### src/verilog/cfg_regs_pkg.sv
// Constants shared by the general configuration register bank.
package cfg_regs_pkg;

  // ------------------------------------------------------------
  // Register offsets on the internal register access port.
  // ------------------------------------------------------------
  localparam logic [7:0] OFS_STATUS = 8'h00;
  localparam logic [7:0] OFS_GENERAL = 8'h01;
  localparam logic [7:0] OFS_DATA_FMT = 8'h02;
  localparam logic [7:0] OFS_AVERAGING = 8'h03;
  localparam logic [7:0] OFS_OPMODE = 8'h04;

  // ------------------------------------------------------------
  // Field positions.
  // ------------------------------------------------------------
  localparam int GEN_RMS = 7;
  localparam int GEN_CRC = 6;
  localparam int GEN_STATS = 5;
  localparam int GEN_WCMP = 4;
  localparam int GEN_FORCE = 2;
  localparam int GEN_CAL = 1;
  localparam int GEN_SWRST = 0;
  localparam int DAT_FIXED = 7;
  localparam int DAT_APP_LO = 4;
  localparam int DAT_CLK_LO = 0;
  localparam int OPM_CONT = 7;
  localparam int OPM_MODE_LO = 5;
  localparam int OPM_OSC = 4;
  localparam int OPM_DIV_LO = 0;

  // ------------------------------------------------------------
  // Reset values and masks of bits that store a written value.
  // ------------------------------------------------------------
  localparam logic [7:0] RST_GENERAL = 8'h00;
  localparam logic [7:0] RST_DATA_FMT = 8'h00;
  localparam logic [7:0] RST_AVERAGING = 8'h00;
  localparam logic [7:0] RST_OPMODE = 8'h00;
  localparam logic [7:0] MASK_GENERAL = 8'hF6;
  localparam logic [7:0] MASK_DATA_FMT = 8'hB3;
  localparam logic [7:0] MASK_AVERAGING = 8'h07;
  localparam logic [7:0] MASK_OPMODE = 8'hFF;

  // ------------------------------------------------------------
  // Field encodings and the debug pattern.
  // ------------------------------------------------------------
  localparam logic [1:0] APP_NONE = 2'h0;
  localparam logic [1:0] APP_CHAN_ID = 2'h1;
  localparam logic [1:0] APP_FLAGS = 2'h2;
  localparam logic [1:0] MODE_MANUAL = 2'h0;
  localparam logic [1:0] MODE_AUTO = 2'h1;
  localparam logic [11:0] FIXED_CODE = 12'hA5A;

endpackage : cfg_regs_pkg

### src/verilog/adc_general_config_regs.sv
// General configuration register bank of the sampling converter.
`timescale 1ns/10ps

module adc_general_config_regs (
  input wire logic sys_clk,
  input wire logic rst_b,
  // Register access port from the serial frame decoder.
  input wire logic reg_wr,
  input wire logic reg_rd,
  input wire logic [7:0] reg_addr,
  input wire logic [7:0] reg_wdata,
  output logic [7:0] reg_rdata,
  // Device state that steers this bank.
  input wire logic crc_error_in,
  input wire logic cal_done,
  input wire logic [7:0] pin_cfg_in,
  input wire logic [11:0] adc_code,
  input wire logic adc_code_valid,
  // Control outputs to the datapaths.
  output logic rms_module_enable,
  output logic rms_restart,
  output logic crc_enable,
  output logic statistics_enable,
  output logic statistics_clear,
  output logic window_comparator_enable,
  output logic window_comparator_reset,
  output logic force_analog_channels,
  output logic [7:0] channel_is_gpio,
  output logic cal_busy,
  output logic cal_start,
  output logic soft_reset,
  output logic brownout_indicator_set,
  output logic fixed_pattern_output,
  output logic [11:0] read_code,
  output logic append_channel_id,
  output logic append_status_flags,
  output logic [1:0] serial_clock_mode,
  output logic serial_cpol,
  output logic serial_cpha,
  output logic [2:0] averaging_ratio,
  output logic [7:0] average_count,
  output logic continue_on_check_error,
  output logic manual_mode,
  output logic autonomous_mode,
  output logic oscillator_select,
  output logic [3:0] clock_divider
);

  // ------------------------------------------------------------
  // Helper functions.
  // ------------------------------------------------------------

  // Number of samples averaged for a ratio code: code 0 means one.
  function automatic logic [7:0] samples_of(input logic [2:0] code);
    samples_of = 8'h01 << code;
  endfunction : samples_of

  // Address compare used by the decoder and by the checks.
  function automatic logic is_addr(input logic [7:0] a,
                                   input logic [7:0] ofs);
    is_addr = (a == ofs);
  endfunction : is_addr

  // ------------------------------------------------------------
  // Register state.
  // ------------------------------------------------------------
  logic [7:0] gen_r, gen_nxt;       // General configuration.
  logic [7:0] fmt_r, fmt_nxt;       // Data format configuration.
  logic [7:0] avg_r, avg_nxt;       // Averaging configuration.
  logic [7:0] opm_r, opm_nxt;       // Operating mode configuration.
  logic [7:0] rdata_r, rdata_nxt;   // Read data, one cycle after read.
  logic [11:0] code_r, code_nxt;    // Code handed to the serial side.
  logic rms_go_r, rms_go_nxt;       // One-cycle RMS restart.
  logic stat_clr_r, stat_clr_nxt;   // One-cycle statistics clear.
  logic cal_go_r, cal_go_nxt;       // One-cycle calibration start.
  logic swrst_r, swrst_nxt;         // One-cycle reset-done pulse.
  logic wr_ok;                      // A write that is allowed through.
  logic swrst_req;                  // A write of one to the reset bit.

  // ------------------------------------------------------------
  // Write qualification.
  // ------------------------------------------------------------

  // CRC write block
  // Only status and general stay writable after a bad frame, so
  // software can still clear the error and reset the device.
  assign wr_ok = reg_wr && (!crc_error_in ||
                 is_addr(reg_addr, cfg_regs_pkg::OFS_STATUS) ||
                 is_addr(reg_addr, cfg_regs_pkg::OFS_GENERAL));

  assign swrst_req = wr_ok &&
                     is_addr(reg_addr, cfg_regs_pkg::OFS_GENERAL) &&
                     reg_wdata[cfg_regs_pkg::GEN_SWRST];

  // ------------------------------------------------------------
  // Next-state logic of the configuration registers.
  // ------------------------------------------------------------
  always_comb begin
    gen_nxt = gen_r;
    fmt_nxt = fmt_r;
    avg_nxt = avg_r;
    opm_nxt = opm_r;
    if (cal_done) begin
      gen_nxt[cfg_regs_pkg::GEN_CAL] = 1'b0;
    end
    // A write after the clear wins, so a new calibration is not lost.
    if (wr_ok) begin
      unique case (reg_addr)
        cfg_regs_pkg::OFS_GENERAL: begin
          gen_nxt = reg_wdata & cfg_regs_pkg::MASK_GENERAL;
        end
        cfg_regs_pkg::OFS_DATA_FMT: begin
          fmt_nxt = reg_wdata & cfg_regs_pkg::MASK_DATA_FMT;
        end
        cfg_regs_pkg::OFS_AVERAGING: begin
          avg_nxt = reg_wdata & cfg_regs_pkg::MASK_AVERAGING;
        end
        cfg_regs_pkg::OFS_OPMODE: begin
          opm_nxt = reg_wdata & cfg_regs_pkg::MASK_OPMODE;
        end
        default: ; // Other offsets belong to other banks.
      endcase
    end
    // Defaults restored
    // The reset bit overrides every other bit of the same write.
    if (swrst_req) begin
      gen_nxt = cfg_regs_pkg::RST_GENERAL;
      fmt_nxt = cfg_regs_pkg::RST_DATA_FMT;
      avg_nxt = cfg_regs_pkg::RST_AVERAGING;
      opm_nxt = cfg_regs_pkg::RST_OPMODE;
    end
  end

  // Configuration registers.
  always_ff @(posedge sys_clk or negedge rst_b) begin
    if (!rst_b) begin
      gen_r <= cfg_regs_pkg::RST_GENERAL;
      fmt_r <= cfg_regs_pkg::RST_DATA_FMT;
      avg_r <= cfg_regs_pkg::RST_AVERAGING;
      opm_r <= cfg_regs_pkg::RST_OPMODE;
    end else begin
      gen_r <= gen_nxt;
      fmt_r <= fmt_nxt;
      avg_r <= avg_nxt;
      opm_r <= opm_nxt;
    end
  end

  // ------------------------------------------------------------
  // Write side effects, registered as one-cycle pulses.
  // ------------------------------------------------------------
  always_comb begin
    rms_go_nxt = wr_ok && !swrst_req &&
                 is_addr(reg_addr, cfg_regs_pkg::OFS_GENERAL) &&
                 reg_wdata[cfg_regs_pkg::GEN_RMS];
    stat_clr_nxt = wr_ok && !swrst_req &&
                   is_addr(reg_addr, cfg_regs_pkg::OFS_GENERAL) &&
                   reg_wdata[cfg_regs_pkg::GEN_STATS];
    cal_go_nxt = wr_ok && !swrst_req &&
                 is_addr(reg_addr, cfg_regs_pkg::OFS_GENERAL) &&
                 reg_wdata[cfg_regs_pkg::GEN_CAL];
    swrst_nxt = swrst_req;
  end

  // Pulse registers.
  always_ff @(posedge sys_clk or negedge rst_b) begin
    if (!rst_b) begin
      rms_go_r <= 1'b0;
      stat_clr_r <= 1'b0;
      cal_go_r <= 1'b0;
      swrst_r <= 1'b0;
    end else begin
      rms_go_r <= rms_go_nxt;
      stat_clr_r <= stat_clr_nxt;
      cal_go_r <= cal_go_nxt;
      swrst_r <= swrst_nxt;
    end
  end

  // ------------------------------------------------------------
  // Read data and the code handed to the serial side.
  // ------------------------------------------------------------
  always_comb begin
    rdata_nxt = rdata_r;
    code_nxt = code_r;
    if (reg_rd) begin
      unique case (reg_addr)
        cfg_regs_pkg::OFS_GENERAL: rdata_nxt = gen_r;
        cfg_regs_pkg::OFS_DATA_FMT: rdata_nxt = fmt_r;
        cfg_regs_pkg::OFS_AVERAGING: rdata_nxt = avg_r;
        cfg_regs_pkg::OFS_OPMODE: rdata_nxt = opm_r;
        default: rdata_nxt = 8'h00;
      endcase
    end
    if (adc_code_valid) begin
      code_nxt = fmt_r[cfg_regs_pkg::DAT_FIXED] ?
                 cfg_regs_pkg::FIXED_CODE : adc_code;
    end
  end

  // Read data registers.
  always_ff @(posedge sys_clk or negedge rst_b) begin
    if (!rst_b) begin
      rdata_r <= 8'h00;
      code_r <= 12'h000;
    end else begin
      rdata_r <= rdata_nxt;
      code_r <= code_nxt;
    end
  end

  // ------------------------------------------------------------
  // Decoded outputs.
  // ------------------------------------------------------------
  assign reg_rdata = rdata_r;
  assign read_code = code_r;
  assign rms_module_enable = gen_r[cfg_regs_pkg::GEN_RMS];
  assign rms_restart = rms_go_r;
  assign crc_enable = gen_r[cfg_regs_pkg::GEN_CRC];
  assign statistics_enable = gen_r[cfg_regs_pkg::GEN_STATS];
  assign statistics_clear = stat_clr_r;
  assign window_comparator_enable = gen_r[cfg_regs_pkg::GEN_WCMP];
  assign window_comparator_reset = !gen_r[cfg_regs_pkg::GEN_WCMP];
  // Force analog channels
  // A bad frame with the continue bit set forces them as well.
  assign force_analog_channels = gen_r[cfg_regs_pkg::GEN_FORCE] ||
         (opm_r[cfg_regs_pkg::OPM_CONT] && crc_error_in);
  assign channel_is_gpio = force_analog_channels ? 8'h00 : pin_cfg_in;
  assign cal_busy = gen_r[cfg_regs_pkg::GEN_CAL];
  assign cal_start = cal_go_r;
  assign soft_reset = swrst_r;
  assign brownout_indicator_set = swrst_r;
  assign fixed_pattern_output = fmt_r[cfg_regs_pkg::DAT_FIXED];
  // Append selection
  // The reserved code appends nothing.
  assign append_channel_id =
    (fmt_r[cfg_regs_pkg::DAT_APP_LO +: 2] == cfg_regs_pkg::APP_CHAN_ID);
  assign append_status_flags =
    (fmt_r[cfg_regs_pkg::DAT_APP_LO +: 2] == cfg_regs_pkg::APP_FLAGS);
  assign serial_clock_mode = fmt_r[cfg_regs_pkg::DAT_CLK_LO +: 2];
  assign serial_cpol = serial_clock_mode[1];
  assign serial_cpha = serial_clock_mode[0];
  assign averaging_ratio = avg_r[2:0];
  assign average_count = samples_of(averaging_ratio);
  assign continue_on_check_error = opm_r[cfg_regs_pkg::OPM_CONT];
  // Conversion mode decode
  // Undefined codes fall back to host-started conversions.
  assign autonomous_mode =
    (opm_r[cfg_regs_pkg::OPM_MODE_LO +: 2] == cfg_regs_pkg::MODE_AUTO);
  assign manual_mode = !autonomous_mode;
  assign oscillator_select = opm_r[cfg_regs_pkg::OPM_OSC];
  assign clock_divider = opm_r[cfg_regs_pkg::OPM_DIV_LO +: 4];
endmodule : adc_general_config_regs

### config.mk
export PLATFORM = sky130hd
export DESIGN_NAME = adc_general_config_regs
export DESIGN_NICKNAME = d
export VERILOG_FILES = /design/src/verilog/cfg_regs_pkg.sv /design/src/verilog/adc_general_config_regs.sv
export SDC_FILE = /design/constraint.sdc
export NUM_CORES = 1
export LEC_CHECK = 0
export BUFFER_PORTS_ARGS = -buffer_cell sky130_fd_sc_hd__buf_2
export CORE_MARGIN = 8
export CORE_UTILIZATION = 46
export DETAILED_ROUTE_END_ITERATION = 10
export PLACE_DENSITY = 0.79
export SYNTH_ARGS = -nofsm -noshare
export SYNTH_HDL_FRONTEND = slang
export SYNTH_SLANG_ARGS = --single-unit
### constraint.sdc
create_clock -name sys_clk -period 1.1 [get_ports sys_clk]
set_input_delay 0 -clock sys_clk [delete_from_list [all_inputs] [get_ports sys_clk]]
set_output_delay 0 -clock sys_clk [all_outputs]
set_load 0.03 [all_outputs]
==> results of run 1 <==
==> power groups by stage <==
stage	logic [W]	clock network, W	registers [W]
finish	0.000889	0.000997	0.00181
global route	0.000947	0.00107	0.00182
CTS	0.000858	0.00103	0.00181
detailed placement	0.000734	0	0.00184
global placement	0.000721	0	0.00183
floorplan	0.000305	0	0.00194
==> flip-flops by register name, indices dropped and copies added (netlist names) <==
name                    count
avg_r                       3
cal_start                   1
opm_r                       8
read_code                  12
rms_restart                 1
brownout_indicator_set      1
statistics_clear            1
gen_r                       6
reg_rdata                   8
fmt_r                       5
==> worst max-delay path by stage <==
stage | start | to | slack (ns) | cells past startpoint
after detailed placement | reg_addr[4] | opm_r[0] | -0.18 | 5
after global routing | opm_r[7] | channel_is_gpio[7] | -0.20 | 3
after CTS | opm_r[7] | channel_is_gpio[3] | -0.16 | 3
after floorplan | avg_r[1] | average_count[0] | -0.06 | 2
after global placement | reg_addr[4] | opm_r[0] | -0.18 | 5
final | avg_r[1] | average_count[5] | -0.17 | 3
==> stage by stage <==
stage / cell area [um2] / hold slack [ns]
floorplan: 2379 / -0.2956
global placement: 3149 / -0.005947
detailed placement: 3149 / -0.003380
CTS: 3643 / 0.01735
global route: 3725 / 0.05156
finish: 3725 / 0.02491
==> synthesized netlist by cell type, types with 2 or more instances <==
cell type and count:
dfrtp_1 46, inv_1 20, nor2_1 19, o21ai_0 14
a22o_1 13, nand2_1 12, and2_1 11, buf_4 9
nand3b_1 8, a21oi_1 7, clkbuf_1 7, nand3_1 6
nor3_1 6, o31ai_1 5, nor3b_1 4, a221o_1 3
a22oi_1 3, buf_2 3, nor2b_1 3, a21o_1 2
and3_1 2, and3b_1 2, nand4_1 2, o2bb2ai_1 2
==> area by class of cell <==
| type | count | area, um2 |
|---|---|---|
| timing repair buffer | 170 | 1240 |
| clock inverter | 2 | 13.76 |
| multi-input combinational | 145 | 1077 |
| clock buffer | 6 | 72.57 |
| inverter | 20 | 75.07 |
| fill | 321 | 1030 |
| tap | 67 | 83.83 |
| sequential | 46 | 1162 |
==> what timing repair did <==
| item | CTS | global route |
|---|---|---|
| pin swaps | 5 | 3 |
| gates cloned | 1 | 2 |
| endpoints found under the setup margin | 19 | 30 |
| hold buffers | 22 | 0 |
| endpoints found under the hold margin | 76 | 0 |
| gates resized for setup | 49 | 15 |
| setup buffers | 3 | 3 |
==> logic make-up (layout without fill, tap and decap cells) <==
group                  count (synthesis)  count (layout)
multiplexers                           2               2
flip-flops                            46              46
AO/OA/AOI/OAI                         57              58
buffers and inverters                 39             198
AND/OR/NAND/NOR                       85              85
==> worst register-to-register path: cells and delay by family, from the launching register on <==
family / cells / cell delay, ns
compound gates: 2 / 0.45
flops: 1 / 0.47
buf+inv: 1 / 0.17
==> routing by layer <==
layer	share of wire [%]	wire, um	vias to the layer above
li1	-	-	1125
met1	39	3100	1148
met2	51	4099	115
met3	8.0	647	17
met4	2.4	191	0
met5	0	0	-
==> flow_summary.json, run 1 <==
{
  "switchingPower_w": 0.001109,
  "period_share_pct": 115.0,
  "finalSetupViolCount": 21,
  "io_pins": 109,
  "finalPower_w": 0.003696,
  "die_h_um": 86.59,
  "synth-async-reset-ratio_pct": 100.0,
  "final_cell_mix": "85 x buf_2, 39 x buf_4, 37 x dfrtp_1",
  "r2r-end": "reg_rdata[7]",
  "layout_setup_ws_ns": -0.1652,
  "synth-edff-count": 0,
  "r2r_slack_ns": -0.10,
  "r2r_start": "opm_r[7]",
  "clkSlewWorstSetupHoldPaths_ns": 0.08,
  "antenna_found_initial": 0,
  "worstPathArrival_ns": 1.27,
  "muxShareOfSynthArea_pct": 0.9279,
  "core_area_um2": 4755,
  "synth_seq_cells": 46,
  "dp_hpwl_mm": 5.483,
  "r2r_cells": 3,
  "grt_usage_pct": 20.52,
  "finalClockSkew_ns": 0.004413,
  "synth-simple-area-share_pct": 22.49,
  "drt_iter0_drc": 104,
  "wire_per_inst_um": 17.63,
  "use_met1_pct": 23.42,
  "path_delay_family": "flip-flops",
  "die_area_um2": 7498,
  "synth_top_family_by_area": "simple AND/OR/NAND/NOR gates",
  "p_sw_share_pct": 30.00,
  "drt_first_pass_iters": 4,
  "clock_latency_ns": 0.29,
  "whs_path_depth": 3,
  "cts_buffer_depth": 2,
  "pre_cts_slack_ns": -0.1831,
  "yosys-top-cells-area": "dfrtp_1 50%, a22o_1 5.0%, inv_1 3.3%, nor2_1 3.1%, o21ai_0 3.1%",
  "cap_viol_max_count": 0,
  "vias": 2405,
  "fp-row-count": 25,
  "yosys.area.top_type_share_pct": 50.22,
  "syn_to_final_growth_pct": 62.50,
  "cts_buffers": 5,
  "grt_overflow": 0,
  "wl_mm": 8.038,
  "fin_cells": 456,
  "p_comb_share_pct": 24.1,
  "final_util_pct": 78.34,
  "power_density_nw_per_um2": 992.4,
  "worst_ep_required_time_ns": 1.10,
  "pwr-share-clk_pct": 27.0,
  "htreeDepth": 2,
  "antenna_cells": 0,
  "path_common_cell": "buf_6",
  "die_x_um": 86.59,
  "synth_compound_area_share_pct": 18.34,
  "cp-start-kind": "flop",
  "syn_area_per_cell_um2": 10.01,
  "crit_path_max_fanout": 5,
  "cts_tree": "built",
  "nNetsFinal": 431,
  "final_common_cell": "buf_2",
  "met2_usage_pct": 35.07,
  "syn_nets": 272,
  "hold_path.class": "primary input to flop",
  "failed_checks": "negative setup slack",
  "synth_area_um2": 2292,
  "ir_drop_v": 0.0009444,
  "drv_slew": 0,
  "fmax_ghz": 0.7904,
  "synth-main-ff-cell": "dfrtp_1",
  "hold_viol": 0,
  "drcViolationCount": 0,
  "yosysWarnings": 0,
  "port_buffers": 108,
  "hold_start": "reg_rd",
  "netlist_instances": 229,
  "crit_buf_inv": 2,
  "viasPerCell": 5.274,
  "cts_root_buf": "clkbuf_8",
  "start_util_pct": 48.21,
  "rsz0062_at_grt": "true",
  "synthAdderAreaFrac_pct": 0,
  "synth_xor_area_share_pct": 0,
  "crit_path_max_incr_delay_ns": 0.43,
  "path_class": "flop to primary output",
  "yosys.area.top_type": "dfrtp_1",
  "slew_headroom_pct": 64.14,
  "crit_chain": "buf_6, and3b_2, buf_6",
  "end_kind": "primary output",
  "intPower_w": 0.002587,
  "min_to": "reg_rdata[3]",
  "outcome": "complete, but fails checks",
  "top_usage_layer": "met2",
  "fin_crit_ns": 1.265,
  "ant_nets": 0,
  "max_slew.worst_pin.slew_ns": 0.5379,
  "cts_num_sinks": 46,
  "p_seq_share_pct": 49.0,
  "synth_seq_area_share_pct": 50.22,
  "drive_gt1_share_pct": 50.13,
  "grt_max_degree": 47,
  "placedCellCount": 418,
  "cp_slowest_cell": "dfrtp_1",
  "synth.distinct_cells": 44,
  "gp_congestion": 0.8911,
  "met3_usage_pct": 5.766,
  "grt_pass1_vias": 2464,
  "finalSetupTns_ns": -2.343,
  "grt_pass1_wl_mm": 12.08,
  "p_leak_nw": 1.920
}
(Power assumes the default switching activity.)
==> inputs of run 2 (changes only) <==
--- a/config.mk
+++ b/config.mk
@@ -5,11 +5,13 @@
 export SDC_FILE = /design/constraint.sdc
 export NUM_CORES = 1
 export LEC_CHECK = 0
+export ABC_AREA = 1
 export BUFFER_PORTS_ARGS = -buffer_cell sky130_fd_sc_hd__buf_2
 export CORE_MARGIN = 8
-export CORE_UTILIZATION = 46
+export CORE_UTILIZATION = 40
 export DETAILED_ROUTE_END_ITERATION = 10
-export PLACE_DENSITY = 0.79
+export PLACE_DENSITY = 0.7
+export SETUP_SLACK_MARGIN = 0.1
 export SYNTH_ARGS = -nofsm -noshare
 export SYNTH_HDL_FRONTEND = slang
 export SYNTH_SLANG_ARGS = --single-unit
==> run 2 against run 1 <==
Against the previous run:
- the run still ends with negative setup slack left
- register-to-register slack improved by 0.09 ns
- clock power grew 53%
- cell count up 14%
- global-route usage shrank 1.7 points
- sequential cell count stayed put
- final area up 5.4%
- count of clock-buffer cells in the layout is the same
- critical path type unchanged
- largest power group unchanged
==> flow_summary.json, run 2 <==
{
  "failed_checks": "negative setup slack",
  "yosysMostFrequentCell": "nand2_1",
  "outcome": "complete, but fails checks",
  "syn_nets": 332,
  "largest_reg_flops": 12,
  "drcViolationCount": 0,
  "io_pins": 109,
  "placedCellCount": 479,
  "core_area_um2": 5851,
  "design_area_um2": 3926,
  "fin_crit_ns": 1.258,
  "finalSetupViolCount": 17,
  "vias": 2521,
  "path_class": "flop to primary output",
  "drt_first_pass_iters": 4,
  "fin_cells": 519,
  "dp_hpwl_mm": 5.899,
  "power_density_nw_per_um2": 1086,
  "ir_drop_v": 0.0005531,
  "fp-row-count": 28,
  "clkSlewWorstSetupHoldPaths_ns": 0.08,
  "grt_usage_pct": 18.82,
  "layout_setup_ws_ns": -0.1576,
  "synth_area_um2": 2402,
  "synth-async-reset-ratio_pct": 100.0,
  "cts_tree": "built",
  "start_util_pct": 41.06,
  "period_share_pct": 114.3,
  "final_common_cell": "buf_2",
  "finalClockSkew_ns": 0.002668,
  "nNetsFinal": 486,
  "wl_mm": 7.949,
  "die_area_um2": 8741,
  "cap_viol_max_count": 0,
  "cts_buffer_depth": 2,
  "ant_nets": 0,
  "grt_max_degree": 47,
  "synth-main-ff-cell": "dfrtp_1",
  "yosys.area.top_type_share_pct": 47.92,
  "gp_congestion": 0.9068,
  "cp-start-kind": "flop",
  "cts_buffers": 5,
  "p_leak_nw": 2.131,
  "register_area_um2": 1159,
  "yosys.area.top_type": "dfrtp_1",
  "grt_overflow": 0,
  "grt_pass1_wl_mm": 13.17,
  "port_buffers": 108,
  "cts_root_buf": "clkbuf_8",
  "yosysWarnings": 0,
  "hold_viol": 0,
  "crit_path_max_fanout": 5,
  "drt_iter0_drc": 86,
  "wire_per_inst_um": 15.32,
  "viasPerCell": 4.857,
  "synth-edff-count": 0,
  "dpl_cell_area_um2": 3274,
  "clock_latency_ns": 0.30,
  "fmax_ghz": 0.7952,
  "rsz0062_at_grt": "true",
  "worstPathArrival_ns": 1.26,
  "synth_seq_cells": 46,
  "end_kind": "primary output",
  "fillers": 469,
  "netlist_instances": 289,
  "synth.distinct_cells": 29,
  "final_cell_mix": "82 x buf_2, 75 x nand2_1, 40 x dfrtp_1",
  "cts_num_sinks": 46,
  "antenna_cells": 0,
  "synth_seq_area_share_pct": 47.92,
  "yosys-top-cells-area": "dfrtp_1 48%, nand2_1 12%, nand3_1 6.7%, inv_1 5.9%, nor2_1 3.4%",
  "htreeDepth": 2,
  "synthTopCellsByCount": "77 x nand2_1, 46 x dfrtp_1, 38 x inv_1, 32 x nand3_1, 22 x nor2_1",
  "die_x_um": 93.50,
  "die_h_um": 93.50,
  "max_slew.worst_pin.slew_ns": 0.3851,
  "multi_input_area_um2": 1211,
  "drv_slew": 0,
  "hold_path.class": "primary input to flop",
  "slew_headroom_pct": 74.30,
  "worst_ep_required_time_ns": 1.10,
  "drive_gt1_share_pct": 46.62,
  "syn_area_per_cell_um2": 8.312,
  "syn_to_final_growth_pct": 63.44,
  "antenna_found_initial": 0,
  "grt_pass1_vias": 2744
}
==> run 2: layer usage <==
metal  GRT usage (%)  up-vias  part of all wire, %
li1                -     1219                    -
met1           20.71     1191                   40
met2           33.08      100                   50
met3           6.571       11                  8.5
met4           5.772        0                  1.4
met5               0        -                    0
==> run 2: cell families (layout without fill, tap and decap cells) <==
logic type,count (synthesis),after routing,synth area share (%)
DFF,46,46,47.92
buffers and inverters,55,209,10.73
and+or+nand+nor,159,160,33.07
AOI/OAI and AO/OA,29,29,8.281
==> run 2: path summary, 6_finish.rpt <==
check                                from          endpoint  slack [ns]  cells after the start
max in group asynchronous           rst_b          gen_r[4]        0.66                      3
min in group asynchronous           rst_b      reg_rdata[3]        0.21                      3
hold reg to reg              reg_rdata[2]      reg_rdata[2]        0.48                      2
hold / removal             adc_code_valid      read_code[1]        0.03                      2
setup / recovery                 avg_r[0]  average_count[3]       -0.16                      3
setup reg to reg                 avg_r[0]      reg_rdata[0]       -0.01                      4
==> run 2: power breakdown <==
| group | internal (W) | switching [W] | total [W] |
|---|---|---|---|
| logic | 0.000356 | 0.000565 | 0.000921 |
| registers | 0.00176 | 0.0000505 | 0.00181 |
| clock network | 0.000969 | 0.000562 | 0.00153 |
| total | 0.00309 | 0.00118 | 0.00427 |
==> run 2: stage by stage <==
stage	setup WS (ns)	hold WS, ns	TNS, ns	power, W	utilization, %
5_1_grt	-0.2093	0.03842	-2.688	0.004438	67.11
3_5_place_dp	-0.04374	0.005978	-0.3847	0.002611	55.97
3_3_place_gp	0.002139	-0.001320	0	0.002595	55.97
6_report	-0.1576	0.03350	-1.736	0.004265	67.11
2_1_floorplan	-0.1237	-0.2956	-0.9048	0.002313	-
4_1_cts	-0.1593	0.03164	-1.737	0.004280	66.17
==> run 2: area by class of cell <==
cell class	instances	share of cell area [%]
Clock buffer	6	2.103
Timing Repair Buffer	157	29.03
Tap cell	75	2.390
Inverter	44	4.589
Sequential cell	46	29.51
Multi-Input combinational cell	189	30.85
Clock inverter	2	1.530
==> run 2: worst max-delay path, stage by stage, from the launching register on <==
cell and delay [ns]:
dfrtp_2 0.41, inv_1 0.30, nor3_4 0.07, buf_4 0.18
==> run 2: repair_timing <==
item	4_1_cts	5_1_grt
endpoints found under the hold margin	68	0
cloned	1	0
setup endpoints to repair	33	33
setup buffers	10	0
hold buffers	21	0
pin swaps	8	9
resized for setup	52	16
